**config.mk**
```make
export PLATFORM = sky130hd
export DESIGN_NAME = tmr_pwm
export DESIGN_NICKNAME = d
export VERILOG_FILES = /design/src/include/tmr_pwm_pkg.sv /design/src/hw/tmr_pwm.sv
export SDC_FILE = /design/constraint.sdc
export NUM_CORES = 1
export LEC_CHECK = 0
export BUFFER_PORTS_ARGS = -buffer_cell sky130_fd_sc_hd__buf_2
export CELL_PAD_IN_SITES_DETAIL_PLACEMENT = 0
export CELL_PAD_IN_SITES_GLOBAL_PLACEMENT = 1
export CORE_MARGIN = 2
export CORE_UTILIZATION = 30
export DETAILED_ROUTE_END_ITERATION = 8
export PLACE_DENSITY = 0.6
export SYNTH_ARGS = -nofsm -noshare
export SYNTH_HDL_FRONTEND = slang
export SYNTH_SLANG_ARGS = --single-unit
```
**constraint.sdc**
```tcl
create_clock -name ref_clk -period 5.62 [get_ports ref_clk]
set_input_delay 0.843 -clock ref_clk [delete_from_list [all_inputs] [get_ports ref_clk]]
set_output_delay 0.843 -clock ref_clk [all_outputs]
set_load 0.02 [all_outputs]
```
**src/include/tmr_pwm_pkg.sv**
```systemverilog
// Purpose: Constants and types for the split counter and dual PWM block.
// Assumes: AHB-Lite register access with 32-bit data.
// Notes:   Offsets are byte addresses.
`default_nettype none
package tmr_pwm_pkg;
  // ****************************************
  // Register map
  // ****************************************
  localparam logic [31:0] OFS_CTRL    = 32'h0004_0C04;
  localparam logic [31:0] OFS_COUNT   = 32'h0004_0C08;
  localparam logic [31:0] OFS_PERIOD  = 32'h0004_0C0C;
  localparam logic [31:0] OFS_CMP     = 32'h0004_0C10;
  localparam logic [31:0] OFS_STATUS  = 32'h0004_0C20;
  localparam logic [31:0] OFS_PINS    = 32'h0004_0840;
  // ****************************************
  // Field positions and reset values
  // ****************************************
  localparam int          POS_TRIG    = 0;
  localparam int          POS_METHOD  = 2;
  localparam int          POS_CLEAR   = 4;
  localparam int          POS_CNT_EN  = 5;
  localparam int          POS_MODE0   = 16;
  localparam int          POS_POL0    = 19;
  localparam int          POS_MODE1   = 20;
  localparam int          POS_POL1    = 23;
  localparam int          POS_FLAGS   = 16;
  localparam int          POS_OVF     = 0;
  localparam int          POS_TIE     = 1;
  localparam int          POS_GIE     = 2;
  localparam int          POS_PEN0    = 0;
  localparam int          POS_PEN1    = 1;
  localparam int          POS_PAIR    = 2;
  localparam logic [31:0] RST_CTRL    = 32'h0000_0000;
  localparam logic [15:0] RST_PERIOD  = 16'hFFFF;
  localparam logic [31:0] RST_CMP     = 32'hFFFF_FFFF;
  // ****************************************
  // Encodings
  // ****************************************
  typedef enum logic [1:0] {
    M_SAW16  = 2'b00,
    M_TRI16  = 2'b01,
    M_SPLIT8 = 2'b10,
    M_CASC8  = 2'b11
  } count_method_t;
  typedef enum logic [2:0] {
    FULL_COMPARE_ONE  = 3'b000,
    FULL_COMPARE_TWO  = 3'b001,
    LOW_BYTE          = 3'b010,
    HIGH_BYTE         = 3'b011,
    RESERVED_MODE     = 3'b100,
    WINDOW            = 3'b101,
    SQUARE_A          = 3'b110,
    SQUARE_B          = 3'b111
  } pwm_mode_t;
endpackage : tmr_pwm_pkg
`default_nettype wire

```
**src/hw/tmr_pwm.sv**
```systemverilog
// Purpose: 16-bit timer with split counting methods and two PWM outputs.
// Assumes: tick_clock arrives as a one-cycle pulse synchronous to ref_clk.
// Notes:   Registers over AHB-Lite; every transfer takes one wait state.
`default_nettype none
module tmr_pwm
  import tmr_pwm_pkg::*;
#(
  parameter int PAIRS = 8
) (
  // Clock and reset
  input  wire logic                 ref_clk,
  input  wire logic                 sys_rst,
  // AHB-Lite slave
  input  wire logic                 hsel,
  input  wire logic [31:0]          haddr,
  input  wire logic [1:0]           htrans,
  input  wire logic                 hwrite,
  input  wire logic [2:0]           hsize,
  input  wire logic [31:0]          hwdata,
  input  wire logic                 hready,
  output logic      [31:0]          hrdata,
  output logic                      hreadyout,
  output logic                      hresp,
  // Counting sources
  input  wire logic                 tick_clock,
  input  wire logic                 comparator_output,
  input  wire logic                 amplifier_digital_output,
  input  wire logic                 capture_input_level,
  // Pins and interrupt request
  output logic      [2*PAIRS-1:0]   pwm_pin_out,
  output logic      [2*PAIRS-1:0]   pwm_pin_oe,
  output logic                      timer_irq
);
  if (PAIRS < 1 || PAIRS > 8) begin : g_bad_pairs
    $error("PAIRS must lie between 1 and 8.");
  end

  // ****************************************
  // Registers
  // ****************************************
  logic [31:0] ctrl;
  logic [15:0] period_limit;
  logic [31:0] cmp;
  logic [15:0] counter_value;
  logic        count_down;
  logic        timer_overflow_flag;
  logic        timer_irq_enable;
  logic        global_irq_enable;
  logic [4:0]  pin_ctrl;
  logic        clear_pulse;
  logic        dp_active;
  logic        dp_write;
  logic [31:0] dp_addr;

  // ****************************************
  // Field decode
  // ****************************************
  wire [1:0]  count_trigger_select = ctrl[POS_TRIG+:2];
  wire [1:0]  count_method         = ctrl[POS_METHOD+:2];
  wire        counter_enable       = ctrl[POS_CNT_EN];
  wire [2:0]  out0_mode_sel        = ctrl[POS_MODE0+:3];
  wire [2:0]  out1_mode_sel        = ctrl[POS_MODE1+:3];
  wire        out0_polarity        = ctrl[POS_POL0];
  wire        out1_polarity        = ctrl[POS_POL1];
  wire [15:0] compare_one          = cmp[15:0];
  wire [15:0] compare_two          = cmp[31:16];
  wire        out0_pin_enable      = pin_ctrl[POS_PEN0];
  wire        out1_pin_enable      = pin_ctrl[POS_PEN1];
  wire [2:0]  pin_pair_select      = pin_ctrl[POS_PAIR+:3];

  // ****************************************
  // Counter
  // ****************************************
  wire trig_ok =
    (count_trigger_select == 2'b00) ? 1'b1 :
    (count_trigger_select == 2'b01) ? comparator_output :
    (count_trigger_select == 2'b10) ? amplifier_digital_output :
    capture_input_level;
  wire        step    = counter_enable & tick_clock & trig_ok;
  wire [7:0]  cnt_hi  = counter_value[15:8];
  wire [7:0]  cnt_lo  = counter_value[7:0];
  wire        hi_wrap = cnt_hi == period_limit[15:8];
  wire        lo_wrap = cnt_lo == period_limit[7:0];
  wire        top16   = counter_value >= period_limit;
  wire [7:0]  lo_next = lo_wrap ? 8'h00 : cnt_lo + 8'h01;
  wire [7:0]  hi_split = hi_wrap ? 8'h00 : cnt_hi + 8'h01;
  wire [7:0]  hi_casc = lo_wrap ? cnt_hi + 8'h01 : cnt_hi;
  wire [15:0] saw_next = top16 ? 16'h0000 : counter_value + 16'h0001;
  wire        tri_turn = !count_down && top16;
  wire        tri_zero = count_down && counter_value == 16'h0001;
  wire [15:0] tri_next =
    (count_down || tri_turn) ?
      ((counter_value == 16'h0000) ? 16'h0000
                                   : counter_value - 16'h0001) :
      counter_value + 16'h0001;
  wire [15:0] next_counter =
    (count_method == M_SAW16)  ? saw_next :
    (count_method == M_TRI16)  ? tri_next :
    (count_method == M_SPLIT8) ? {hi_split, lo_next} :
    {hi_casc, lo_next};
  wire ovf_event = step & (
    (count_method == M_SAW16)  ? top16 :
    (count_method == M_TRI16)  ? tri_zero :
    lo_wrap);
  wire next_down =
    (count_method != M_TRI16) ? 1'b0 :
    tri_turn ? 1'b1 :
    (tri_zero || counter_value == 16'h0000) ? 1'b0 : count_down;

  always_ff @(posedge ref_clk) begin
    if (sys_rst || clear_pulse) begin
      counter_value <= 16'h0000;
      count_down    <= 1'b0;
    end else if (step) begin
      counter_value <= next_counter;
      count_down    <= next_down;
    end
  end

  // ****************************************
  // Waveform generators
  // ****************************************
  function automatic logic gen_level(input logic [2:0]  mode,
                                     input logic        pol,
                                     input logic [15:0] cnt,
                                     input logic [15:0] c1,
                                     input logic [15:0] c2,
                                     input logic [15:0] lim);
    logic raw;
    raw = 1'b0;
    case (mode)
      FULL_COMPARE_ONE: raw = cnt >= c1;
      FULL_COMPARE_TWO: raw = cnt >= c2;
      LOW_BYTE:         raw = cnt[7:0] >= c1[7:0];
      HIGH_BYTE:        raw = cnt[15:8] >= c2[7:0];
      WINDOW:           raw = cnt >= c1 && cnt <= c2;
      SQUARE_A,
      SQUARE_B:         raw = cnt > {1'b0, lim[15:1]};
      default:          raw = 1'b0;
    endcase
    return pol ? raw : ~raw;
  endfunction : gen_level

  wire lvl0 = gen_level(out0_mode_sel, out0_polarity, counter_value,
                        compare_one, compare_two, period_limit);
  wire lvl1 = gen_level(out1_mode_sel, out1_polarity, counter_value,
                        compare_one, compare_two, period_limit);

  function automatic logic [5:0] mode_flags(input logic [2:0] mode);
    logic [5:0] f;
    f = 6'h00;
    if (mode <= WINDOW) begin
      f[mode] = 1'b1;
    end
    return f;
  endfunction : mode_flags

  wire [5:0] flags = mode_flags(out0_mode_sel)
                   | mode_flags(out1_mode_sel);

  // ****************************************
  // Pin routing
  // ****************************************
  for (genvar p = 0; p < PAIRS; p++) begin : g_pair
    wire here = pin_pair_select == 3'(p);
    always_ff @(posedge ref_clk) begin
      if (sys_rst) begin
        pwm_pin_out[2*p]   <= 1'b0;
        pwm_pin_out[2*p+1] <= 1'b0;
        pwm_pin_oe[2*p]    <= 1'b0;
        pwm_pin_oe[2*p+1]  <= 1'b0;
      end else begin
        pwm_pin_out[2*p]   <= here & out0_pin_enable & lvl0;
        pwm_pin_out[2*p+1] <= here & out1_pin_enable & lvl1;
        pwm_pin_oe[2*p]    <= here & out0_pin_enable;
        pwm_pin_oe[2*p+1]  <= here & out1_pin_enable;
      end
    end
  end

  // ****************************************
  // AHB-Lite slave
  // ****************************************
  wire accept = hsel & htrans[1] & hready;
  wire wr     = dp_active & dp_write;
  wire wr_ctrl   = wr && dp_addr == OFS_CTRL;
  wire wr_period = wr && dp_addr == OFS_PERIOD;
  wire wr_cmp    = wr && dp_addr == OFS_CMP;
  wire wr_status = wr && dp_addr == OFS_STATUS;
  wire wr_pins   = wr && dp_addr == OFS_PINS;
  // Clear bit self-returns; reserved and mask bytes read zero.
  wire [31:0] ctrl_rd = ctrl & 32'h00FF_002F;
  wire [31:0] status_rd = {29'h0, global_irq_enable, timer_irq_enable,
                           timer_overflow_flag};
  wire [31:0] rd_mux =
    (dp_addr == OFS_CTRL)   ? ctrl_rd :
    (dp_addr == OFS_COUNT)  ? {10'h000, flags, counter_value} :
    (dp_addr == OFS_PERIOD) ? {16'h0000, period_limit} :
    (dp_addr == OFS_CMP)    ? cmp :
    (dp_addr == OFS_STATUS) ? status_rd :
    (dp_addr == OFS_PINS)   ? {27'h0, pin_ctrl} :
    32'h0000_0000;

  always_ff @(posedge ref_clk) begin
    if (sys_rst) begin
      dp_active <= 1'b0;
      dp_write  <= 1'b0;
      dp_addr   <= 32'h0000_0000;
      hreadyout <= 1'b1;
      hresp     <= 1'b0;
      hrdata    <= 32'h0000_0000;
    end else begin
      dp_active <= accept;
      hreadyout <= ~accept;
      if (accept) begin
        dp_write <= hwrite;
        dp_addr  <= {haddr[31:2], 2'b00};
      end
      if (dp_active && !dp_write) begin
        hrdata <= rd_mux;
      end
    end
  end

  always_ff @(posedge ref_clk) begin
    if (sys_rst) begin
      ctrl         <= RST_CTRL;
      period_limit <= RST_PERIOD;
      cmp          <= RST_CMP;
      pin_ctrl     <= 5'h00;
      clear_pulse  <= 1'b0;
    end else begin
      clear_pulse <= wr_ctrl & hwdata[POS_CLEAR];
      if (wr_ctrl) begin
        ctrl <= hwdata & 32'h00FF_002F;
      end
      if (wr_period) begin
        period_limit <= hwdata[15:0];
      end
      if (wr_cmp) begin
        cmp <= hwdata;
      end
      if (wr_pins) begin
        pin_ctrl <= hwdata[4:0];
      end
    end
  end

  // ****************************************
  // Overflow flag and interrupt request
  // ****************************************
  wire clr_flag = wr_status & hwdata[POS_OVF];
  always_ff @(posedge ref_clk) begin
    if (sys_rst) begin
      timer_overflow_flag <= 1'b0;
      timer_irq_enable    <= 1'b0;
      global_irq_enable   <= 1'b0;
      timer_irq           <= 1'b0;
    end else begin
      // A new overflow wins over a software clear in the same cycle.
      timer_overflow_flag <= ovf_event | (timer_overflow_flag & ~clr_flag);
      if (wr_status) begin
        timer_irq_enable  <= hwdata[POS_TIE];
        global_irq_enable <= hwdata[POS_GIE];
      end
      timer_irq <= timer_overflow_flag & timer_irq_enable
                 & global_irq_enable;
    end
  end
endmodule : tmr_pwm
`default_nettype wire

```
-- Word level (Yosys, flattened, before mapping)
Index checks and enable logic that the tools add are counted.
- equal/unequal tests: 33
- $lt $le $gt $ge: 13
- reduce and logical (&&, ||, !) cells: 28
- mux-type cells: 33
- bitwise operators: 49
- add/subtract/negate cells: 4
- operator list (cell ; count):
    $eq 30x17->1 const B ; 6
    $mux 32 ; 4
    $mux 16 ; 6
    $ge 16x16->1 ; 3
    $and 1x1->1 ; 43
    $eq 3x3->1 const B ; 10
    $mux 8 ; 3
    $eq 3x2->1 const B ; 6
    $add 16x1->16 const B ; 1
    $add 8x1->8 const B ; 2
    $eq 16x1->1 const B ; 1
    $eq 8x8->1 ; 2
    $ge 8x8->1 ; 2
    $gt 16x15->1 ; 1
    $le 16x16->1 ; 1
    $logic_not 16->1 ; 1
    $sub 16x1->16 const B ; 1
    $mux 1 ; 12
    $mux 6 ; 2
    $pmux 1 s6 ; 2
    $logic_and 1x1->1 ; 11
    $mux 5 ; 2
    $eq 3x1->1 const B ; 3
    $logic_not 3->1 ; 3
    other kinds (17) ; 32
- register bits after elaboration: 185
- output and inout port bits: 67

-- Longest topological paths before layout
Gate-level depths: netlist of run 1.
- word-level depth: 8
- depth in mapped cells: 12

-- Worst setup path before layout of run 1
No wires, ideal clock.
- path type: reg2reg
- from: reg counter_value[8]
- to: reg pwm_pin_out[6]
- slack: 2916 ps
- arrival: 2618 ps
- period minus slack after synthesis: 2704 ps
- cell stages (with the launch flop): 13
- cells stage by stage: dfxtp_1 > buf_2 > inv_1 > ha_1 > nand2b_1 > a21o_1 > a21oi_1 > o31ai_1 > a31o_2 > a211o_1 > or3_1 > buf_2 > a211oi_1
- longest elaborated chain between the ends: 6
- RTL lines (element ; line ; text):
    from (decl) ; tmr_pwm.sv:44 ; logic [15:0] counter_value;
    from (signal assigned) ; tmr_pwm.sv:115 ; counter_value <= next_counter;
    $ge 16x16->1 / $le 16x16->1 (equally long branches) ; tmr_pwm.sv:132, tmr_pwm.sv:136 ;
    $logic_and 1x1->1 ; tmr_pwm.sv:136 ; WINDOW: raw = cnt >= c1 && cnt <= c2;
    $pmux 1 s6 * ; tmr_pwm.sv:131 ; case (mode)
    $not 1->1 ; tmr_pwm.sv:141 ; return pol ? raw : ~raw;
    $mux 1 * ; tmr_pwm.sv:141 ;
    $and 1x1->1 * ; tmr_pwm.sv:173 ; pwm_pin_out[2*p] <= here & out0_pin_enable & lvl0;
    to (signal, indexed assignment) ; tmr_pwm.sv:173 ;
    to (signal, indexed assignment) ; tmr_pwm.sv:174 ; pwm_pin_out[2*p+1] <= here & out1_pin_enable & lvl1;
    to (decl) ; tmr_pwm.sv:30 ; output logic [2*PAIRS-1:0] pwm_pin_out,
Mark *: on every way between the ends. The rest lies on a longest branch, timed or not.
A chain may end at the register's enable or synchronous reset.

-- Worst setup path in the final report of run 1
- from: reg counter_value[2]
- to: reg counter_value[3]
- longest elaborated chain between the ends: 6
- RTL lines (element ; line ; text):
    $ge 16x16->1 ; tmr_pwm.sv:84 ; wire top16 = counter_value >= period_limit;
    $logic_and 1x1->1 ; tmr_pwm.sv:89 ; wire tri_turn = !count_down && top16;
    $logic_or 1x1->1 ; tmr_pwm.sv:92 ; (count_down || tri_turn) ?
    $mux 16 ; tmr_pwm.sv:92 ;
    $mux 16 ; tmr_pwm.sv:98 ; (count_method == M_TRI16) ? tri_next :
    $mux 16 * ; tmr_pwm.sv:97 ; (count_method == M_SAW16) ? saw_next :
Marks and branches as above.

==> results of run 1 <==
[per-layer routing]
metal / part of all wire (%) / up-vias / global-route usage [%]
met5: 0 / - / 0
met2: 45 / 217 / 29.60
met4: 1.9 / 0 / 5.983
met3: 4.1 / 30 / 3.452
met1: 49 / 4375 / 26.94
li1: - / 4560 / -
[cells in the final DEF, fill, tap and decap left out, types with 8 or more instances in the layout]
| cell | n |
|---|---|
| a222oi_1 | 10 |
| nand2_1 | 89 |
| a221oi_1 | 14 |
| a211o_1 | 48 |
| ha_1 | 80 |
| o211ai_1 | 9 |
| inv_1 | 62 |
| nor3_1 | 32 |
| o21ai_1 | 8 |
| a22o_1 | 36 |
| nand4_1 | 16 |
| a22oi_1 | 10 |
| a211oi_1 | 25 |
| nand2b_1 | 16 |
| mux2_2 | 12 |
| a21oi_1 | 71 |
| clkbuf_16 | 17 |
| nor4_1 | 20 |
| buf_2 | 136 |
| buf_4 | 14 |
| nand3_1 | 49 |
| nor2_1 | 139 |
| dfxtp_1 | 185 |
| o21ai_0 | 31 |
[stage by stage]
| step | cells | cell area [sq um] | hold WS, ns | setup WS, ns | util, % |
|---|---|---|---|---|---|
| 6_report | 1738 | 11730 | 0.4873 | 2.047 | 35.25 |
| 5_1_grt | 1738 | 11730 | 0.5072 | 1.776 | 35.25 |
| 4_1_cts | 1738 | 11730 | 0.4835 | 2.069 | 35.25 |
| 3_5_place_dp | 1706 | 11080 | 0.4699 | 2.091 | 33.28 |
| 3_3_place_gp | 1706 | 11080 | 0.4624 | 2.103 | 33.28 |
| 2_1_floorplan | 1193 | 10050 | 0.4402 | 2.916 | - |
[flip-flops by register name (all words and copies together), names as in the netlist]
register	count
clear_pulse	1
cmp	32
count_down	1
counter_value	16
ctrl	13
dp_active	1
dp_addr	30
dp_write	1
global_irq_enable	1
hrdata	32
hreadyout	1
period_limit	16
pin_ctrl	5
pwm_pin_oe	16
pwm_pin_out	16
timer_irq	1
timer_irq_enable	1
timer_overflow_flag	1
[synth_stat cells (21+ instances only)]
| cell | number | area [sq um] |
|---|---|---|
| a22o_1 | 36 | 315.3 |
| a211oi_1 | 25 | 187.7 |
| nand2_1 | 89 | 334.1 |
| ha_1 | 80 | 1001 |
| dfxtp_1 | 185 | 3704 |
| nor4_1 | 21 | 131.4 |
| nand3_1 | 49 | 245.2 |
| clkbuf_1 | 73 | 274.0 |
| a211o_1 | 48 | 420.4 |
| nor3_1 | 32 | 160.2 |
| inv_1 | 62 | 232.7 |
| nor2_1 | 140 | 525.5 |
| o21ai_0 | 32 | 160.2 |
| a21oi_1 | 71 | 355.3 |
[worst paths after layout]
check	to	slack, ns	cells past startpoint	from
setup / recovery	counter_value[3]	2.05	9	counter_value[2]
hold / removal	timer_overflow_flag	0.49	2	timer_overflow_flag
setup reg to reg	counter_value[3]	2.05	9	counter_value[2]
hold reg to reg	timer_overflow_flag	0.49	2	timer_overflow_flag
[cell type report]
cell class	count	area [sq um]	share of cell area (%)
well taps	448	560.5	4.779
inverters	63	236.5	2.016
clock inverters	15	227.7	1.941
flip-flops and latches	185	3704	31.57
clock buffers	17	425.4	3.627
repair buffers	150	785.8	6.699
multi-input cells	860	5791	49.37
[worst min-delay path, delay by kind of cell, from the launching register on]
family	cells	cell delay, ns
simple gates	1	0.06
flops	1	0.33
compound gates	1	0.05
[power by group through the flow]
stage | Clock (mW) | Combinational, mW | Sequential, mW
floorplan | 0 | 0.0669 | 1.37
global placement | 0 | 0.132 | 1.37
detailed placement | 0 | 0.133 | 1.37
CTS | 1.37 | 0.133 | 1.34
global route | 1.41 | 0.145 | 1.34
finish | 1.32 | 0.132 | 1.34
[kinds of logic after synthesis]
logic type / share of synthesized area (%)
fa+ha+maj: 9.964
buf+inv: 5.679
other cells: 0.03733
mux: 2.043
flops: 36.87
xor+xnor: 0.6103
compound gates: 23.88
simple gates: 20.92
==> impl_metrics.ini, run 1 <==
[layout]
fillers = 3510
area_delta_synth_final_pct = 16.76
layout-drive-gt1-share_pct = 17.05
fin_nets = 1435
diodes = 0

[synthesis]
netlist_area_sq_um = 10050
ys.flop_type = dfxtp_1
synth_edf_count = 0
synth_fp_nets = 1351
yosysSeqAreaShare_pct = 36.87
ys_ff_latch = 185
synth.distinct_cells = 79
ys_warn_count = 0
synth_cells = 1193
async_flop_share_pct = 0
synth.avg_cell_area_sq_um = 8.421

[drt]
vias = 9182
wl_per_cell_um = 19.06
dr.first_iter.drc_count = 614
routed_wl_mm = 33.12
antenna_left = 0
first_pass_iters = 8
viasPerCell = 5.283
drc = 0

[power]
seqPwrFrac_pct = 47.8
switching_share_pct = 28.16
p_switching_mw = 0.7864
clockPowerShare_pct = 47.4
p_int_mw = 2.006
combPwrFrac_pct = 4.7
powerDensity_nw_per_um2 = 238.1
leakage_nw = 5.190
ir_worst_vdd_v = 0.0002156
finalPower_mw = 2.793

[worst_hold_path]
hp-class = reg2reg

[critical_path]
worstSetupStartpointType = flop
path_buf_inv = 0
max_stage_delay_ns = 0.71
end_kind = flop
cp_cell_sequence = ha_1, and3_1, a221o_1, a22oi_2, nand3_2, o21ai_1, o22ai_1, a21oi_1, a311oi_1
crit_path_top_delay_cell = dfxtp_1
cp.arrival_ns = 3.89
critical-path-top-delay-family = compound AO/OA/AOI/OAI gates
crit_type = reg2reg
cp.required_ns = 5.94
cp_max_fo = 18

[cts]
hold_buffers = 0
cts_sinks = 185
cts_max_path_buffers = 2
htreeDepth = 4
postCtsResizedCells = 0
clk_pin_slew_ns = 0.09
clock_latency_ns = 0.46
root_buffer = clkbuf_16
cts_tree = yes
post-cts-setup-buffers = 0
cts_made_buffers = 17

[timing]
period_minus_slack_ns = 3.573
fin_crit_sh_pct = 63.58
relSlewSlack_pct = 33.11
rsz0062_at_grt = no
finalSetupViolCount = 0
worst_slew_pin_slew_ns = 0.9951
skew_ns = 0.01657
finalMaxSlewViolations = 0
hold_viol = 0
fin_tns_setup_ns = 0
max_freq_ghz = 0.2799

[floorplanning]
fp-row-count = 67
chipWidth_um = 187.0
initial_core_util_pct = 30.19
ios = 145
core-area_sq_um = 33280
die-area_sq_um = 34970
die_h_um = 187.0

[global_routing]
grt_max_degree = 63
grt_pass1_vias = 8945
antenna_found_initial = 0
grt_use_total_pct = 19.13
grt.overflow.total = 0
grt_pass1_wl_mm = 52.25

[placed_design]
gp_congestion = 0.8926
numPortBuffers = 137
dp_hpwl_mm = 23.79

[run]
maxCapViolCount = 0

[status]
outcome = finished clean
Power figures use the tool's default switching activity.
==> run 2, diff against run 1 <==
Settings changed: ABC_AREA set to 1, PLACE_DENSITY 0.6 to 0.62.
Clock period 5.62 ns to 3.3 ns, I/O delays scaled along.
==> impl_metrics.ini, run 2 <==
[drt]
routed_wl_mm = 32.93
wl_per_cell_um = 15.87
dr.first_iter.drc_count = 629
antenna_left = 0
drc = 0
viasPerCell = 4.719
vias = 9792
first_pass_iters = 5

[cts]
clock_latency_ns = 0.46
cts_made_buffers = 17
htreeDepth = 4
hold_buffers = 0
cts_max_path_buffers = 2
cts_sinks = 185
cts_tree = yes
post-cts-setup-buffers = 0
root_buffer = clkbuf_16
postCtsResizedCells = 0
clk_pin_slew_ns = 0.09

[synthesis]
synth_top_area_share_pct = 35.28
synth.avg_cell_area_sq_um = 7.099
yosysSeqAreaShare_pct = 35.28
synth_common_cells = 353 x nand2_1, 194 x inv_1, 185 x dfxtp_1, 127 x nor2_1, 101 x a21oi_1
ys.flop_type = dfxtp_1
synth.distinct_cells = 47
async_flop_share_pct = 0
ys_warn_count = 0
netlist_area_sq_um = 10500
synth_cells = 1479
synth_fp_nets = 1637
synth_edf_count = 0
ys_top_cells_by_area = dfxtp_1 35%, nand2_1 13%, ha_1 9.5%
yosysMostFrequentCell = nand2_1
yosysTopAreaCell = dfxtp_1
ys_ff_latch = 185

[floorplanning]
chipWidth_um = 191.1
ios = 145
die_h_um = 191.1
initial_core_util_pct = 30.39
die-area_sq_um = 36510
core-area_sq_um = 34540
fp-row-count = 68

[global_routing]
grt_max_degree = 39
grt_pass1_vias = 9370
grt.overflow.total = 0
met2_usage_pct = 30.18
use_met3_pct = 3.176
grt-busiest-layer = met2
groute.layer.met1.usage_pct = 25.23
antenna_found_initial = 0
grt_use_total_pct = 18.52
grt_pass1_wl_mm = 52.14

[timing]
fin_tns_setup_ns = 0
skew_ns = 0.01653
worst_slew_pin_slew_ns = 0.8430
max_freq_ghz = 0.3799
finalMaxSlewViolations = 0
fin_crit_sh_pct = 79.77
rsz0062_at_grt = no
period_minus_slack_ns = 2.633
relSlewSlack_pct = 43.37
finalSetupViolCount = 0
hold_viol = 0

[critical_path]
worstSetupStartpointType = flop
crit_path_top_delay_cell = dfxtp_1
cp.arrival_ns = 2.98
path_buf_inv = 1
max_stage_delay_ns = 0.65
cp_max_fo = 12
critical-path-top-delay-family = simple AND/OR/NAND/NOR gates
cp.required_ns = 3.65
end_kind = flop
cp_cell_sequence = ha_1, nand2_1, nor2_1, and2_1, nor2_1, nand2_1, nand2_1, nand3_1, nand2_2, inv_1, nand2_1, nand2_1, a21oi_1, nor2_1
path_common_cell = nand2_1
crit_type = reg2reg

[placed_design]
dp_hpwl_mm = 25.30
numPortBuffers = 137
gp_congestion = 0.8417

[power]
switching_share_pct = 27.44
finalPower_mw = 4.631
powerDensity_nw_per_um2 = 376.4
p_int_mw = 3.360
leakage_nw = 6.383
seqPwrFrac_pct = 48.7
p_switching_mw = 1.271
ir_worst_vdd_v = 0.0003764
combPwrFrac_pct = 4.0
clockPowerShare_pct = 47.3

[layout]
fin_nets = 1765
layout-drive-gt1-share_pct = 16.05
area_delta_synth_final_pct = 17.20
layout_common_cells = 352 x nand2_1, 193 x inv_1, 185 x dfxtp_1
reg_top3 = cmp: 32 flops, hrdata: 32 flops, dp_addr: 30 flops
final_common_cell = nand2_1
fillers = 3855
diodes = 0

[run]
maxCapViolCount = 0

[status]
outcome = finished clean

[worst_hold_path]
hp-class = in2reg
## run 2: cell count changes after synthesis, moves of 23 or more
| cell | previous run | this run |
|---|---|---|
| a211o_1 | 48 | 0 |
| a211oi_1 | 25 | 2 |
| a21oi_1 | 71 | 101 |
| a22o_1 | 36 | 0 |
| clkbuf_1 | 73 | 26 |
| inv_1 | 62 | 194 |
| nand2_1 | 89 | 353 |
| nand3_1 | 49 | 91 |
| o211ai_2 | 0 | 26 |
| o21ai_0 | 32 | 99 |
## run 2: final timing paths
| check | start | to | slack (ns) | cells past startpoint |
|---|---|---|---|---|
| max | counter_value[5] | counter_value[1] | 0.67 | 14 |
| min | haddr[6] | dp_addr[6] | 0.22 | 3 |
| max reg2reg | counter_value[5] | counter_value[1] | 0.67 | 14 |
| min reg2reg | hrdata[28] | hrdata[28] | 0.46 | 2 |
## run 2: logic make-up (layout without fill, tap and decap cells)
kind of cell / Yosys count / in the layout / synth area share, %
buffers and inverters: 263 / 404 / 10.20
adder cells (fa/ha/maj): 80 / 80 / 9.534
other: 1 / 1 / 0.03572
AO/OA/AOI/OAI: 288 / 288 / 16.78
flip-flops: 185 / 185 / 35.28
AND/OR/NAND/NOR: 639 / 639 / 26.25
XOR/XNOR: 23 / 23 / 1.919
## run 2: area by class of cell
type | count | area (sq um) | area share (%)
clock buffers | 17 | 425.4 | 3.457
clock inverters | 15 | 203.9 | 1.658
inverters | 207 | 777.0 | 6.315
multi-input cells | 1031 | 5729 | 46.56
flip-flops and latches | 185 | 3704 | 30.10
well taps | 455 | 569.3 | 4.627
repair buffers | 165 | 895.9 | 7.281
## run 2: per-stage QoR
stage / cell area [sq um] / std cells / utilization [%] / worst slack (ns) / hold slack [ns]
final: 12300 / 2075 / 35.62 / 0.6675 / 0.2238
after global routing: 12300 / 2075 / 35.62 / 0.2715 / 0.1983
after CTS: 12300 / 2075 / 35.62 / 0.6176 / 0.1980
after detailed placement: 11670 / 2043 / 33.80 / 0.6446 / 0.4534
after global placement: 11670 / 2043 / 33.80 / 0.6589 / 0.4500
after floorplan: 10500 / 1479 / - / 1.278 / 0.4358
## run 2: tightest hold or removal path, cell delays in order
cell	delay, ns
buf_2	0.07
nand2_1	0.04
nand2_1	0.04
## run 2: power groups by stage
stage	Combinational [mW]	Sequential, mW	Clock (mW)
global route	0.206	2.26	2.34
global placement	0.187	2.31	0
floorplan	0.0966	2.31	0
detailed placement	0.188	2.31	0
CTS	0.189	2.25	2.26
finish	0.185	2.25	2.19
## run 2: metal layers
metal	up-vias	routed length [um]
met3	27	1132
li1	5090	-
met5	-	0
met2	152	15180
met4	0	457
met1	4523	16160
